==> src/verilog/port_pin_value_cfg.svh <==
/*
 * Offsets, bit masks, reset values and bus widths for the six-pin port block.
 * Assumes byte addresses on the register bus, one 32-bit word per register.
 */
`ifndef PORT_PIN_VALUE_CFG_SVH
`define PORT_PIN_VALUE_CFG_SVH

`define PORT_PIN_VALUE_PINS 6
`define PORT_PIN_VALUE_ADDR_W 8
`define PORT_PIN_VALUE_DATA_W 32
`define PORT_PIN_VALUE_BE_W 4

`define PORT_PIN_VALUE_OFS_VALUE 8'h00
`define PORT_PIN_VALUE_OFS_LATCH 8'h04
`define PORT_PIN_VALUE_OFS_DIR 8'h08
`define PORT_PIN_VALUE_OFS_ANALOG 8'h0C
`define PORT_PIN_VALUE_OFS_OPENDRAIN 8'h10
`define PORT_PIN_VALUE_OFS_SLEW 8'h14
`define PORT_PIN_VALUE_OFS_THRESH 8'h18
`define PORT_PIN_VALUE_OFS_SOURCE 8'h1C

`define PORT_PIN_VALUE_ALL_PINS 6'h3F
`define PORT_PIN_VALUE_NO_PIN3 6'h37
`define PORT_PIN_VALUE_ANALOG_IMPL 6'h17
`define PORT_PIN_VALUE_PIN3_ONLY 6'h08
`define PORT_PIN_VALUE_NO_PINS 6'h00

`define PORT_PIN_VALUE_RST_LATCH 6'h00
`define PORT_PIN_VALUE_RST_DIR 6'h3F
`define PORT_PIN_VALUE_RST_ANALOG 6'h17
`define PORT_PIN_VALUE_RST_OPENDRAIN 6'h00
`define PORT_PIN_VALUE_RST_SLEW 6'h37
`define PORT_PIN_VALUE_RST_THRESH 6'h3F
`define PORT_PIN_VALUE_RST_SOURCE 6'h00

`define PORT_PIN_VALUE_DATA_LSB 0
`define PORT_PIN_VALUE_MASK_LSB 8
`define PORT_PIN_VALUE_DATA_LANE 0
`define PORT_PIN_VALUE_MASK_LANE 1
`define PORT_PIN_VALUE_READ_ZERO 32'h0000_0000

`endif

==> src/verilog/port_pin_value_pkg.sv <==
/*
 * Types shared by the six-pin port block and its input path.
 * Assumes port_pin_value_cfg.svh is on the include path.
 */
`include "port_pin_value_cfg.svh"

package port_pin_value_pkg;

    typedef logic [`PORT_PIN_VALUE_PINS-1:0] pin_vec_t;

    typedef enum {
        SEL_VALUE,
        SEL_LATCH,
        SEL_DIR,
        SEL_ANALOG,
        SEL_OPENDRAIN,
        SEL_SLEW,
        SEL_THRESH,
        SEL_SOURCE,
        SEL_NONE
    } reg_sel_t;

endpackage : port_pin_value_pkg

==> src/verilog/pin_input_sync.sv <==
/*
 * Input path of the port: synchronises both threshold comparators of each
 * pin, picks one per pin and blanks pins in analog mode.
 * Assumes pad comparator outputs are asynchronous to clk.
 */
`timescale 1ns/100ps
`include "port_pin_value_cfg.svh"

module pin_input_sync (
    input wire logic clk,
    input wire logic rst,
    input wire port_pin_value_pkg::pin_vec_t padInSchmitt,
    input wire port_pin_value_pkg::pin_vec_t padInTtl,
    input wire port_pin_value_pkg::pin_vec_t thresholdSel,
    input wire port_pin_value_pkg::pin_vec_t analogSel,
    output port_pin_value_pkg::pin_vec_t pinValue
);
    import port_pin_value_pkg::*;

    pin_vec_t schmittMeta;
    pin_vec_t schmittSync;
    pin_vec_t ttlMeta;
    pin_vec_t ttlSync;

    // first stage feeds only the second stage
    always_ff @(posedge clk) begin
        if (rst) begin
            schmittMeta <= `PORT_PIN_VALUE_NO_PINS;
            schmittSync <= `PORT_PIN_VALUE_NO_PINS;
            ttlMeta <= `PORT_PIN_VALUE_NO_PINS;
            ttlSync <= `PORT_PIN_VALUE_NO_PINS;
        end else begin
            schmittMeta <= padInSchmitt;
            schmittSync <= schmittMeta;
            ttlMeta <= padInTtl;
            ttlSync <= ttlMeta;
        end
    end

    // threshold choice feeds both reads and change detection downstream
    always_ff @(posedge clk) begin
        if (rst) begin
            pinValue <= `PORT_PIN_VALUE_NO_PINS;
        end else begin
            pinValue <= ((thresholdSel & schmittSync) | (~thresholdSel & ttlSync))
                & ~analogSel;
        end
    end

endmodule : pin_input_sync

==> src/verilog/six_bit_port_a_io.sv <==
/*
 * Six-pin general purpose port: direction, latch, analog select, open-drain,
 * slew and threshold registers behind an Avalon-MM slave, plus pad drive.
 * Assumes a pad cell that resolves padOut/padOe and offers both comparators.
 */
// Implementation choices: the placing of the registers and register access over Avalon-MM.
// How it works
// - six pins, five of them two-way, each with direction, latch and input path
// - direction 1 turns the driver off; 0 drives the latch value
// - pin three is input only: direction reads 1, never driven
// - value register reads pins; writing it loads the latch
// - latch register writes and value register writes store identically
// - latch register reads return stored latch bits, not pins
// - writes merge untargeted bits from current pin levels into the latch
// - analog select turns off the digital input buffer
// - analog pins read zero in the value register
// - direction bit still governs the driver on analog pins
// - analog select never changes what the driver outputs
// - analog selects reset to analog; software clears before digital use
// - per-pin open-drain: set sinks only, clear drives both levels
// - per-pin slew bit: set limits slew, clear gives full rate
// - per-pin threshold picks Schmitt or TTL for reads and change detect
// - a pin given to a peripheral is not a port output but stays readable
// - after reset every pin takes its output source from its port latch, with all drivers off
`timescale 1ns/100ps
`include "port_pin_value_cfg.svh"

module six_bit_port_a_io (
    input wire logic clk,
    input wire logic rst,
    input wire logic [`PORT_PIN_VALUE_ADDR_W-1:0] address,
    input wire logic read,
    input wire logic write,
    input wire logic [`PORT_PIN_VALUE_DATA_W-1:0] writedata,
    input wire logic [`PORT_PIN_VALUE_BE_W-1:0] byteenable,
    output logic [`PORT_PIN_VALUE_DATA_W-1:0] readdata,
    output logic waitrequest,
    input wire port_pin_value_pkg::pin_vec_t padInSchmitt,
    input wire port_pin_value_pkg::pin_vec_t padInTtl,
    output port_pin_value_pkg::pin_vec_t padOut,
    output port_pin_value_pkg::pin_vec_t padOe,
    output port_pin_value_pkg::pin_vec_t padSlewLimited,
    output port_pin_value_pkg::pin_vec_t analogSwitchOn,
    output port_pin_value_pkg::pin_vec_t digitalIn,
    input wire port_pin_value_pkg::pin_vec_t periphOut
);
    import port_pin_value_pkg::*;

    pin_vec_t outputLatch;
    pin_vec_t direction;
    pin_vec_t analogSel;
    pin_vec_t openDrain;
    pin_vec_t slewLimit;
    pin_vec_t thresholdSel;
    pin_vec_t periphSel;
    pin_vec_t pinValue;
    pin_vec_t outSource;
    pin_vec_t driveOn;
    pin_vec_t next_latch;
    pin_vec_t rmwTarget;
    logic ack;
    logic wrAccept;
    reg_sel_t sel;
    logic [`PORT_PIN_VALUE_DATA_W-1:0] readMux;

    function automatic reg_sel_t decode(input logic [`PORT_PIN_VALUE_ADDR_W-1:0] a);
        reg_sel_t s;
        unique case (a)
            `PORT_PIN_VALUE_OFS_VALUE: s = SEL_VALUE;
            `PORT_PIN_VALUE_OFS_LATCH: s = SEL_LATCH;
            `PORT_PIN_VALUE_OFS_DIR: s = SEL_DIR;
            `PORT_PIN_VALUE_OFS_ANALOG: s = SEL_ANALOG;
            `PORT_PIN_VALUE_OFS_OPENDRAIN: s = SEL_OPENDRAIN;
            `PORT_PIN_VALUE_OFS_SLEW: s = SEL_SLEW;
            `PORT_PIN_VALUE_OFS_THRESH: s = SEL_THRESH;
            `PORT_PIN_VALUE_OFS_SOURCE: s = SEL_SOURCE;
            default: s = SEL_NONE;
        endcase
        return s;
    endfunction : decode

    // only implemented bits move; the rest keep their constant
    function automatic pin_vec_t writeField(
        input pin_vec_t old,
        input pin_vec_t impl
    );
        pin_vec_t d;
        d = writedata[`PORT_PIN_VALUE_DATA_LSB +: `PORT_PIN_VALUE_PINS];
        return byteenable[`PORT_PIN_VALUE_DATA_LANE] ? ((old & ~impl) | (d & impl)) : old;
    endfunction : writeField

    function automatic logic [`PORT_PIN_VALUE_DATA_W-1:0] widen(input pin_vec_t v);
        return {{(`PORT_PIN_VALUE_DATA_W - `PORT_PIN_VALUE_PINS){1'b0}}, v};
    endfunction : widen

    assign sel = decode(address);

    // one wait state on every access, so read data can come from a flop
    always_ff @(posedge clk) begin
        if (rst) begin
            ack <= 1'b0;
        end else begin
            ack <= (read | write) & ~ack;
        end
    end

    assign waitrequest = (read | write) & ~ack;
    assign wrAccept = write & ack;

    always_comb begin
        unique case (sel)
            SEL_VALUE: readMux = widen(pinValue);
            SEL_LATCH: readMux = widen(outputLatch & `PORT_PIN_VALUE_NO_PIN3);
            SEL_DIR: readMux = widen(direction | `PORT_PIN_VALUE_PIN3_ONLY);
            SEL_ANALOG: readMux = widen(analogSel & `PORT_PIN_VALUE_ANALOG_IMPL);
            SEL_OPENDRAIN: readMux = widen(openDrain & `PORT_PIN_VALUE_NO_PIN3);
            SEL_SLEW: readMux = widen(slewLimit & `PORT_PIN_VALUE_NO_PIN3);
            SEL_THRESH: readMux = widen(thresholdSel);
            SEL_SOURCE: readMux = widen(periphSel & `PORT_PIN_VALUE_NO_PIN3);
            SEL_NONE: readMux = `PORT_PIN_VALUE_READ_ZERO;
        endcase
    end

    always_ff @(posedge clk) begin
        if (rst) begin
            readdata <= `PORT_PIN_VALUE_READ_ZERO;
        end else if (read & ~ack) begin
            readdata <= readMux;
        end
    end

    // the merge uses pins as they read now, which is why analog pins
    // with drivers on can lose their latch value on a partial write
    always_comb begin
        rmwTarget = byteenable[`PORT_PIN_VALUE_MASK_LANE]
            ? writedata[`PORT_PIN_VALUE_MASK_LSB +: `PORT_PIN_VALUE_PINS] : `PORT_PIN_VALUE_ALL_PINS;
        next_latch = (pinValue & ~rmwTarget)
            | (writedata[`PORT_PIN_VALUE_DATA_LSB +: `PORT_PIN_VALUE_PINS] & rmwTarget);
    end

    always_ff @(posedge clk) begin
        if (rst) begin
            outputLatch <= `PORT_PIN_VALUE_RST_LATCH;
        end else if (wrAccept && byteenable[`PORT_PIN_VALUE_DATA_LANE]
                     && (sel == SEL_VALUE || sel == SEL_LATCH)) begin
            outputLatch <= next_latch & `PORT_PIN_VALUE_NO_PIN3;
        end
    end

    always_ff @(posedge clk) begin
        if (rst) begin
            direction <= `PORT_PIN_VALUE_RST_DIR;
        end else if (wrAccept && sel == SEL_DIR) begin
            direction <= writeField(direction, `PORT_PIN_VALUE_NO_PIN3) | `PORT_PIN_VALUE_PIN3_ONLY;
        end
    end

    always_ff @(posedge clk) begin
        if (rst) begin
            analogSel <= `PORT_PIN_VALUE_RST_ANALOG;
        end else if (wrAccept && sel == SEL_ANALOG) begin
            analogSel <= writeField(analogSel, `PORT_PIN_VALUE_ANALOG_IMPL) & `PORT_PIN_VALUE_ANALOG_IMPL;
        end
    end

    always_ff @(posedge clk) begin
        if (rst) begin
            openDrain <= `PORT_PIN_VALUE_RST_OPENDRAIN;
        end else if (wrAccept && sel == SEL_OPENDRAIN) begin
            openDrain <= writeField(openDrain, `PORT_PIN_VALUE_NO_PIN3) & `PORT_PIN_VALUE_NO_PIN3;
        end
    end

    always_ff @(posedge clk) begin
        if (rst) begin
            slewLimit <= `PORT_PIN_VALUE_RST_SLEW;
        end else if (wrAccept && sel == SEL_SLEW) begin
            slewLimit <= writeField(slewLimit, `PORT_PIN_VALUE_NO_PIN3) & `PORT_PIN_VALUE_NO_PIN3;
        end
    end

    // a threshold change can glitch the input path; software is expected
    // to have peripherals quiet while doing it
    always_ff @(posedge clk) begin
        if (rst) begin
            thresholdSel <= `PORT_PIN_VALUE_RST_THRESH;
        end else if (wrAccept && sel == SEL_THRESH) begin
            thresholdSel <= writeField(thresholdSel, `PORT_PIN_VALUE_ALL_PINS);
        end
    end

    always_ff @(posedge clk) begin
        if (rst) begin
            periphSel <= `PORT_PIN_VALUE_RST_SOURCE;
        end else if (wrAccept && sel == SEL_SOURCE) begin
            periphSel <= writeField(periphSel, `PORT_PIN_VALUE_NO_PIN3) & `PORT_PIN_VALUE_NO_PIN3;
        end
    end

    pin_input_sync u_input (
        .clk(clk),
        .rst(rst),
        .padInSchmitt(padInSchmitt),
        .padInTtl(padInTtl),
        .thresholdSel(thresholdSel),
        .analogSel(analogSel),
        .pinValue(pinValue)
    );

    // analog select stays out of the output path entirely
    assign outSource = (periphSel & periphOut) | (~periphSel & outputLatch);
    assign driveOn = ~direction & `PORT_PIN_VALUE_NO_PIN3;
    assign padOe = driveOn & ~(openDrain & outSource);
    assign padOut = outSource & ~openDrain;
    assign padSlewLimited = slewLimit & `PORT_PIN_VALUE_NO_PIN3;
    assign analogSwitchOn = analogSel;
    assign digitalIn = pinValue;
endmodule : six_bit_port_a_io

==> config.mk <==
export PLATFORM = sky130hd
export DESIGN_NAME = six_bit_port_a_io
export DESIGN_NICKNAME = d
export VERILOG_FILES = /design/src/verilog/port_pin_value_pkg.sv /design/src/verilog/pin_input_sync.sv /design/src/verilog/six_bit_port_a_io.sv
export VERILOG_INCLUDE_DIRS = /design/src /design/src/verilog
export SDC_FILE = /design/constraint.sdc
export NUM_CORES = 1
export LEC_CHECK = 0
export ABC_AREA = 1
export BUFFER_PORTS_ARGS = -buffer_cell sky130_fd_sc_hd__buf_4
export CAP_MARGIN = 20
export CORE_MARGIN = 2
export CORE_UTILIZATION = 53
export CTS_CLUSTER_DIAMETER = 40
export DETAILED_ROUTE_END_ITERATION = 8
export GPL_ROUTABILITY_DRIVEN = 0
export GPL_TIMING_DRIVEN = 0
export PLACE_DENSITY = 0.86
export SLEW_MARGIN = 20
export SYNTH_ARGS = -nofsm -noshare
export SYNTH_HDL_FRONTEND = slang
export SYNTH_SLANG_ARGS = --single-unit
==> constraint.sdc <==
create_clock -name clk -period 2.2 [get_ports clk]
set_clock_uncertainty 0.1 [all_clocks]
set_input_delay 0.11 -clock clk [delete_from_list [all_inputs] [get_ports clk]]
set_output_delay 0.11 -clock clk [all_outputs]
set_load 0.005 [all_outputs]
==> flow_summary.toml, run 1 <==
[critical_path]
r2r_slack_ns = 0.63
path_class = "flip-flop to output port"
crit_path_start_kind = "flip-flop"
worstSetupEndpointType = "output port"
critPathRequiredTime_ns = 1.99
cp_data_arrival_time_ns = 1.50
worstPathMaxFanout = 3

[global_routing]
grt_max_degree = 13
grtUsageTotal_pct = 25.6
grt_overflow = 0
antenna_found_initial = 0
grt_pass1_vias = 3135
grt_pass1_wl_um = 14400

[final_layout]
fin_nets = 639
area_growth_pct = 34.4
final_common_cell = "buf_4"
antenna_cells = 0
final_core_utilization_pct = 73.1
layout-drive-gt1-share_pct = 28.4
most-common-layout-cells = "buf_4 (105), nor2_1 (74), dfxtp_1 (72), inv_1 (54), nand2_1 (45)"

[timing]
fmax_mhz = 585
fin_hold_ws_ns = 0.0108
rsz0062_at_grt = "false"
setup-violations-final = 0
slew-limit-headroom_pct = 52.4
timing.setup.tns_ns = 0
final-hold-violation-count = 0
slew_viol_final = 0
tightest_slew_ns = 0.714
layout_setup_ws_ns = 0.491
min_period_ns = 1.71
period_share_pct = 77.7

[pwr]
intPower_mw = 2.18
netSwitchingFraction_pct = 23.2
p_seq_share_pct = 47.2
peakVddDrop_uv = 598
pwr-share-comb_pct = 10.6
p_leak_nw = 2.40
powerDensity_mw_per_mm2 = 616
power_mw = 2.84
clkPwrFrac_pct = 42.2
power_switching_mw = 0.661

[synth]
syn_avg_cell_area_um2 = 7.80
ys_types = 36
synthFlopType = "dfxtp_1"
synth_edf_count = 0
async_flop_share_pct = 0
synth_cells = 440
ys_seq_area_share_pct = 42.0
synth_warnings = 0
netlist_area_mm2 = 0.00343
ys_seq_elements = 72

[clock_tree]
post_cts_resized = 0
post_cts_buffers = 0
clock_latency_ns = 0.35
cts.sinks = 72
h-tree-depth = 3
clkTransAtPathRegs_ns = 0.07
clock_path_buffers = 2
clock-root-buffer = "clkbuf_8"
cts_tree = "done"
cts_buffers = 9
hold_buffers = 20

[die]
die_area_mm2 = 0.00714
die_y_um = 84.5
chipWidth_um = 84.5
pin_count = 129
core_area_mm2 = 0.00631
fp-row-count = 29
start_util_pct = 54.4

[route]
route.detailed.drc = 0
wl_um = 8830
drtAntennaViolNets = 0
vias_per_cell = 5.19
num_vias = 3398
wl_per_cell_um = 13.5
first_pass_iters = 5
first_iter_violations = 356

[flow_run]
maxCapViolations = 0

[placed_design]
io_buffer_count = 72
place_ws_ns = 0.670
hpwlAfterDp_um = 6230

[outcome]
status = "complete, no violations"

[worst_hold_path]
hp-class = "primary input to flip-flop"
## cells in the mapped netlist, types with 2 or more instances
master | count | area share, %
nand4_4 | 3 | 1.9
inv_1 | 54 | 5.9
nand3_1 | 11 | 1.6
dfxtp_1 | 72 | 42
nor2_2 | 5 | 0.91
nand2_2 | 3 | 0.55
o21ai_0 | 24 | 3.5
buf_4 | 33 | 7.2
or2_2 | 5 | 0.91
nor2_4 | 5 | 1.6
a211oi_1 | 5 | 1.1
o21ai_1 | 5 | 0.73
nand4_1 | 26 | 4.7
nand2_4 | 2 | 0.66
inv_2 | 3 | 0.33
o211ai_1 | 14 | 3.1
nor4_1 | 4 | 0.73
a21oi_1 | 17 | 2.5
clkbuf_1 | 6 | 0.66
nand3_2 | 3 | 0.87
o211ai_2 | 5 | 1.8
buf_2 | 3 | 0.44
nor2_1 | 74 | 8.1
buf_1 | 2 | 0.22
nand2_1 | 45 | 4.9
## worst max-delay path, cell delays in order (launching register included)
cell	delay [ns]
dfxtp_1	0.36
inv_1	0.06
or2_2	0.26
o21ai_0	0.10
inv_1	0.07
a21oi_1	0.15
buf_4	0.13
## registers in the layout, indices dropped and copies added (netlist names)
signal / cells
ack: 1
analogSwitchOn: 4
direction: 5
openDrain: 5
outputLatch: 5
periphSel: 5
readdata: 6
slewLimit: 5
thresholdSel: 6
u_input.pinValue: 6
u_input.schmittMeta: 6
u_input.schmittSync: 6
u_input.ttlMeta: 6
u_input.ttlSync: 6
## power by group through the flow
stage / Clock [mW] / Combinational (mW) / Sequential (mW)
after floorplan: 0 / 0.158 / 1.37
after global placement: 0 / 0.258 / 1.37
after detailed placement: 0 / 0.263 / 1.37
after CTS: 1.20 / 0.293 / 1.34
after global routing: 1.27 / 0.328 / 1.34
final: 1.20 / 0.300 / 1.34
## worst paths after layout
check	startpoint	end	cells past startpoint
setup / recovery	periphSel[0]	padOe[0]	6
hold / removal	rst	periphSel[0]	4
setup reg to reg	ack	outputLatch[2]	6
hold reg to reg	u_input.schmittMeta[4]	u_input.schmittSync[4]	2
## kinds of logic after synthesis
family                 after synthesis  synth area share (%)
and+or+nand+nor                    189                  28.7
DFF                                 72                  42.0
AOI/OAI and AO/OA                   73                  13.4
other                                1                 0.109
buffers and inverters              105                  15.8
## through the flow
step / instance area, um2 / instances
floorplan: 3540 / 470
global placement: 4180 / 619
detailed placement: 4180 / 619
CTS: 4610 / 655
global route: 4610 / 655
finish: 4610 / 655
## final cells by class
class	instances	area (um2)
clock buffers	12	155
fillers	484	1700
repair buffers	92	741
plain buffers	46	319
well taps	77	96.3
multi-input cells	293	1560
flip-flops and latches	72	1440
inverters	59	223
clock inverters	4	76.3
## layer usage
| layer | track usage (%) | share of wire, % | vias to the layer above |
|---|---|---|---|
| li1 | - | - | 1647 |
| met1 | 29.0 | 37 | 1491 |
| met5 | 0 | 0 | - |
| met3 | 6.29 | 8.5 | 55 |
| met4 | 18.6 | 5.6 | 0 |
| met2 | 41.8 | 49 | 205 |
Note: power is estimated with default switching activity, not from simulation.
==> run 2: changes to the inputs <==
- CORE_UTILIZATION: 53 -> 49
- PLACE_DENSITY: 0.86 -> 0.81
- clock period: 2.2 -> 1.8 ns (I/O delays scaled with it)
==> run 2 against run 1 <==
  * Critical path depth unchanged
  * Core utilization decreased by 4.8 points
  * Sequential cell count unchanged
  * Worst setup slack got worse by 0.38 ns
  * Via count decreased by 0.85%
  * Die area increased by 7.8%
  * Design area increased by 0.52%
  * Clock power about the same
  * Routed wire length increased by 0.78%
  * Critical path type unchanged
  * Critical endpoint is now padOe[2]
==> flow_summary.toml, run 2 (synthesized netlist as in run 1, its figures left out) <==
[die]
pin_count = 129
start_util_pct = 50.5
chipWidth_um = 87.7
fp-row-count = 30
die_area_mm2 = 0.00769
die_y_um = 87.7
core_area_mm2 = 0.00679

[placed_design]
dpl-instance-area_mm2 = 0.00421
hpwlAfterDp_um = 6480
io_buffer_count = 72

[global_routing]
grt_pass1_vias = 2898
grt_pass1_wl_um = 13800
antenna_found_initial = 0
grtUsageTotal_pct = 23.3
grt_overflow = 0
grt_max_degree = 15

[clock_tree]
cts.sinks = 72
clock_path_buffers = 2
clock_latency_ns = 0.36
clkTransAtPathRegs_ns = 0.08
cts_tree = "done"
post_cts_buffers = 0
h-tree-depth = 3
clock-root-buffer = "clkbuf_8"
cts_buffers = 9

[pwr]
p_leak_nw = 2.39
power_mw = 3.23
powerDensity_mw_per_mm2 = 696
peakVddDrop_uv = 505

[route]
vias_per_cell = 4.97
met3_length_um = 778
drtAntennaViolNets = 0
first_iter_violations = 347
met1_length_um = 3540
route.detailed.drc = 0
wl_um = 8890
num_vias = 3369
first_pass_iters = 6
wl_per_cell_um = 13.1
met2WireLength_um = 4340
dr.max_layer_used = "met4"

[timing]
final-hold-violation-count = 0
min_period_ns = 1.69
rsz0062_at_grt = "false"
tightest_slew_ns = 0.600
slew-limit-headroom_pct = 60.0
setup-violations-final = 0
timing.setup.tns_ns = 0
slew_viol_final = 0
fmax_mhz = 593
period_share_pct = 93.8

[final_layout]
area_growth_pct = 35.1
antenna_cells = 0
final_area_mm2 = 0.00464
final_common_cell = "buf_4"
fin_nets = 643
layout-drive-gt1-share_pct = 28.5
fill_cells = 587
most-common-layout-cells = "buf_4 (105), nor2_1 (74), dfxtp_1 (72), inv_1 (54), nand2_1 (45)"

[flow_run]
maxCapViolations = 0

[critical_path]
cp_data_arrival_time_ns = 1.50
worstSetupEndpointType = "output port"
path_class = "flip-flop to output port"
critPathRequiredTime_ns = 1.61
worstPathMaxFanout = 3
crit_path_start_kind = "flip-flop"

[outcome]
status = "complete, no violations"

[worst_hold_path]
hp-class = "primary input to flip-flop"
## run 2: changes by cell type in the layout (fill, tap and decap cells not counted)
cell	delta
dlygate4sd3_1	+4
inv_6	+3
bufinv_16	-2
a21oi_1	-1
a21oi_2	+1
clkbuf_1	-1
clkbuf_8	-1
clkinvlp_4	+1
## run 2: layer usage
layer	global-route usage (%)	vias to the layer above
li1	-	1654
met1	28.5	1494
met2	39.2	191
met3	5.47	30
met4	9.79	0
met5	0	-
## run 2: critical path: stages, from the launching register on
cell and delay [ns]:
dfxtp_1 0.40, inv_1 0.07, or2_2 0.27, o21ai_0 0.10
inv_1 0.06, a21oi_1 0.13, buf_4 0.12
## run 2: timing repair
item                                    4_1_cts  5_1_grt
resized for setup                             0        1
hold endpoints to repair                     29        0
hold buffers                                 24        0
endpoints found under the setup margin        0        1
## run 2: power breakdown
part | switching (mW) | internal [mW] | leakage, nW | total [mW]
clock network | 0.661 | 0.554 | 0.0899 | 1.22
logic | 0.185 | 0.185 | 1.71 | 0.370
registers | 0.0131 | 1.63 | 0.587 | 1.64
## run 2: layout make-up
type	count	area, um2	area share, %
multi-input cells	293	1570	33.8
flip-flops and latches	72	1440	31.1
repair buffers	96	781	16.8
plain buffers	46	319	6.88
inverters	59	223	4.80
clock buffers	10	138	2.97
well taps	96	120	2.59
clock inverters	6	50.0	1.08
## run 2: final timing paths
check / start / end / slack, ns / cells after the start
max: periphSel[2] / padOe[2] / 0.11 / 6
min: writedata[8] / outputLatch[0] / 0.02 / 5
max reg2reg: ack / outputLatch[4] / 0.20 / 6
min reg2reg: u_input.schmittMeta[3] / u_input.schmittSync[3] / 0.30 / 2
## run 2: per-stage QoR
stage               instances  hold WS (ns)  setup slack, ns  utilization, %
floorplan                 470        0.0970            0.471               -
global placement          638         0.191            0.258            61.9
detailed placement        638         0.196            0.230            61.9
CTS                       678       0.00306           0.0967            68.2
global route              678        0.0296           0.0136            68.3
finish                    678        0.0166            0.112            68.3
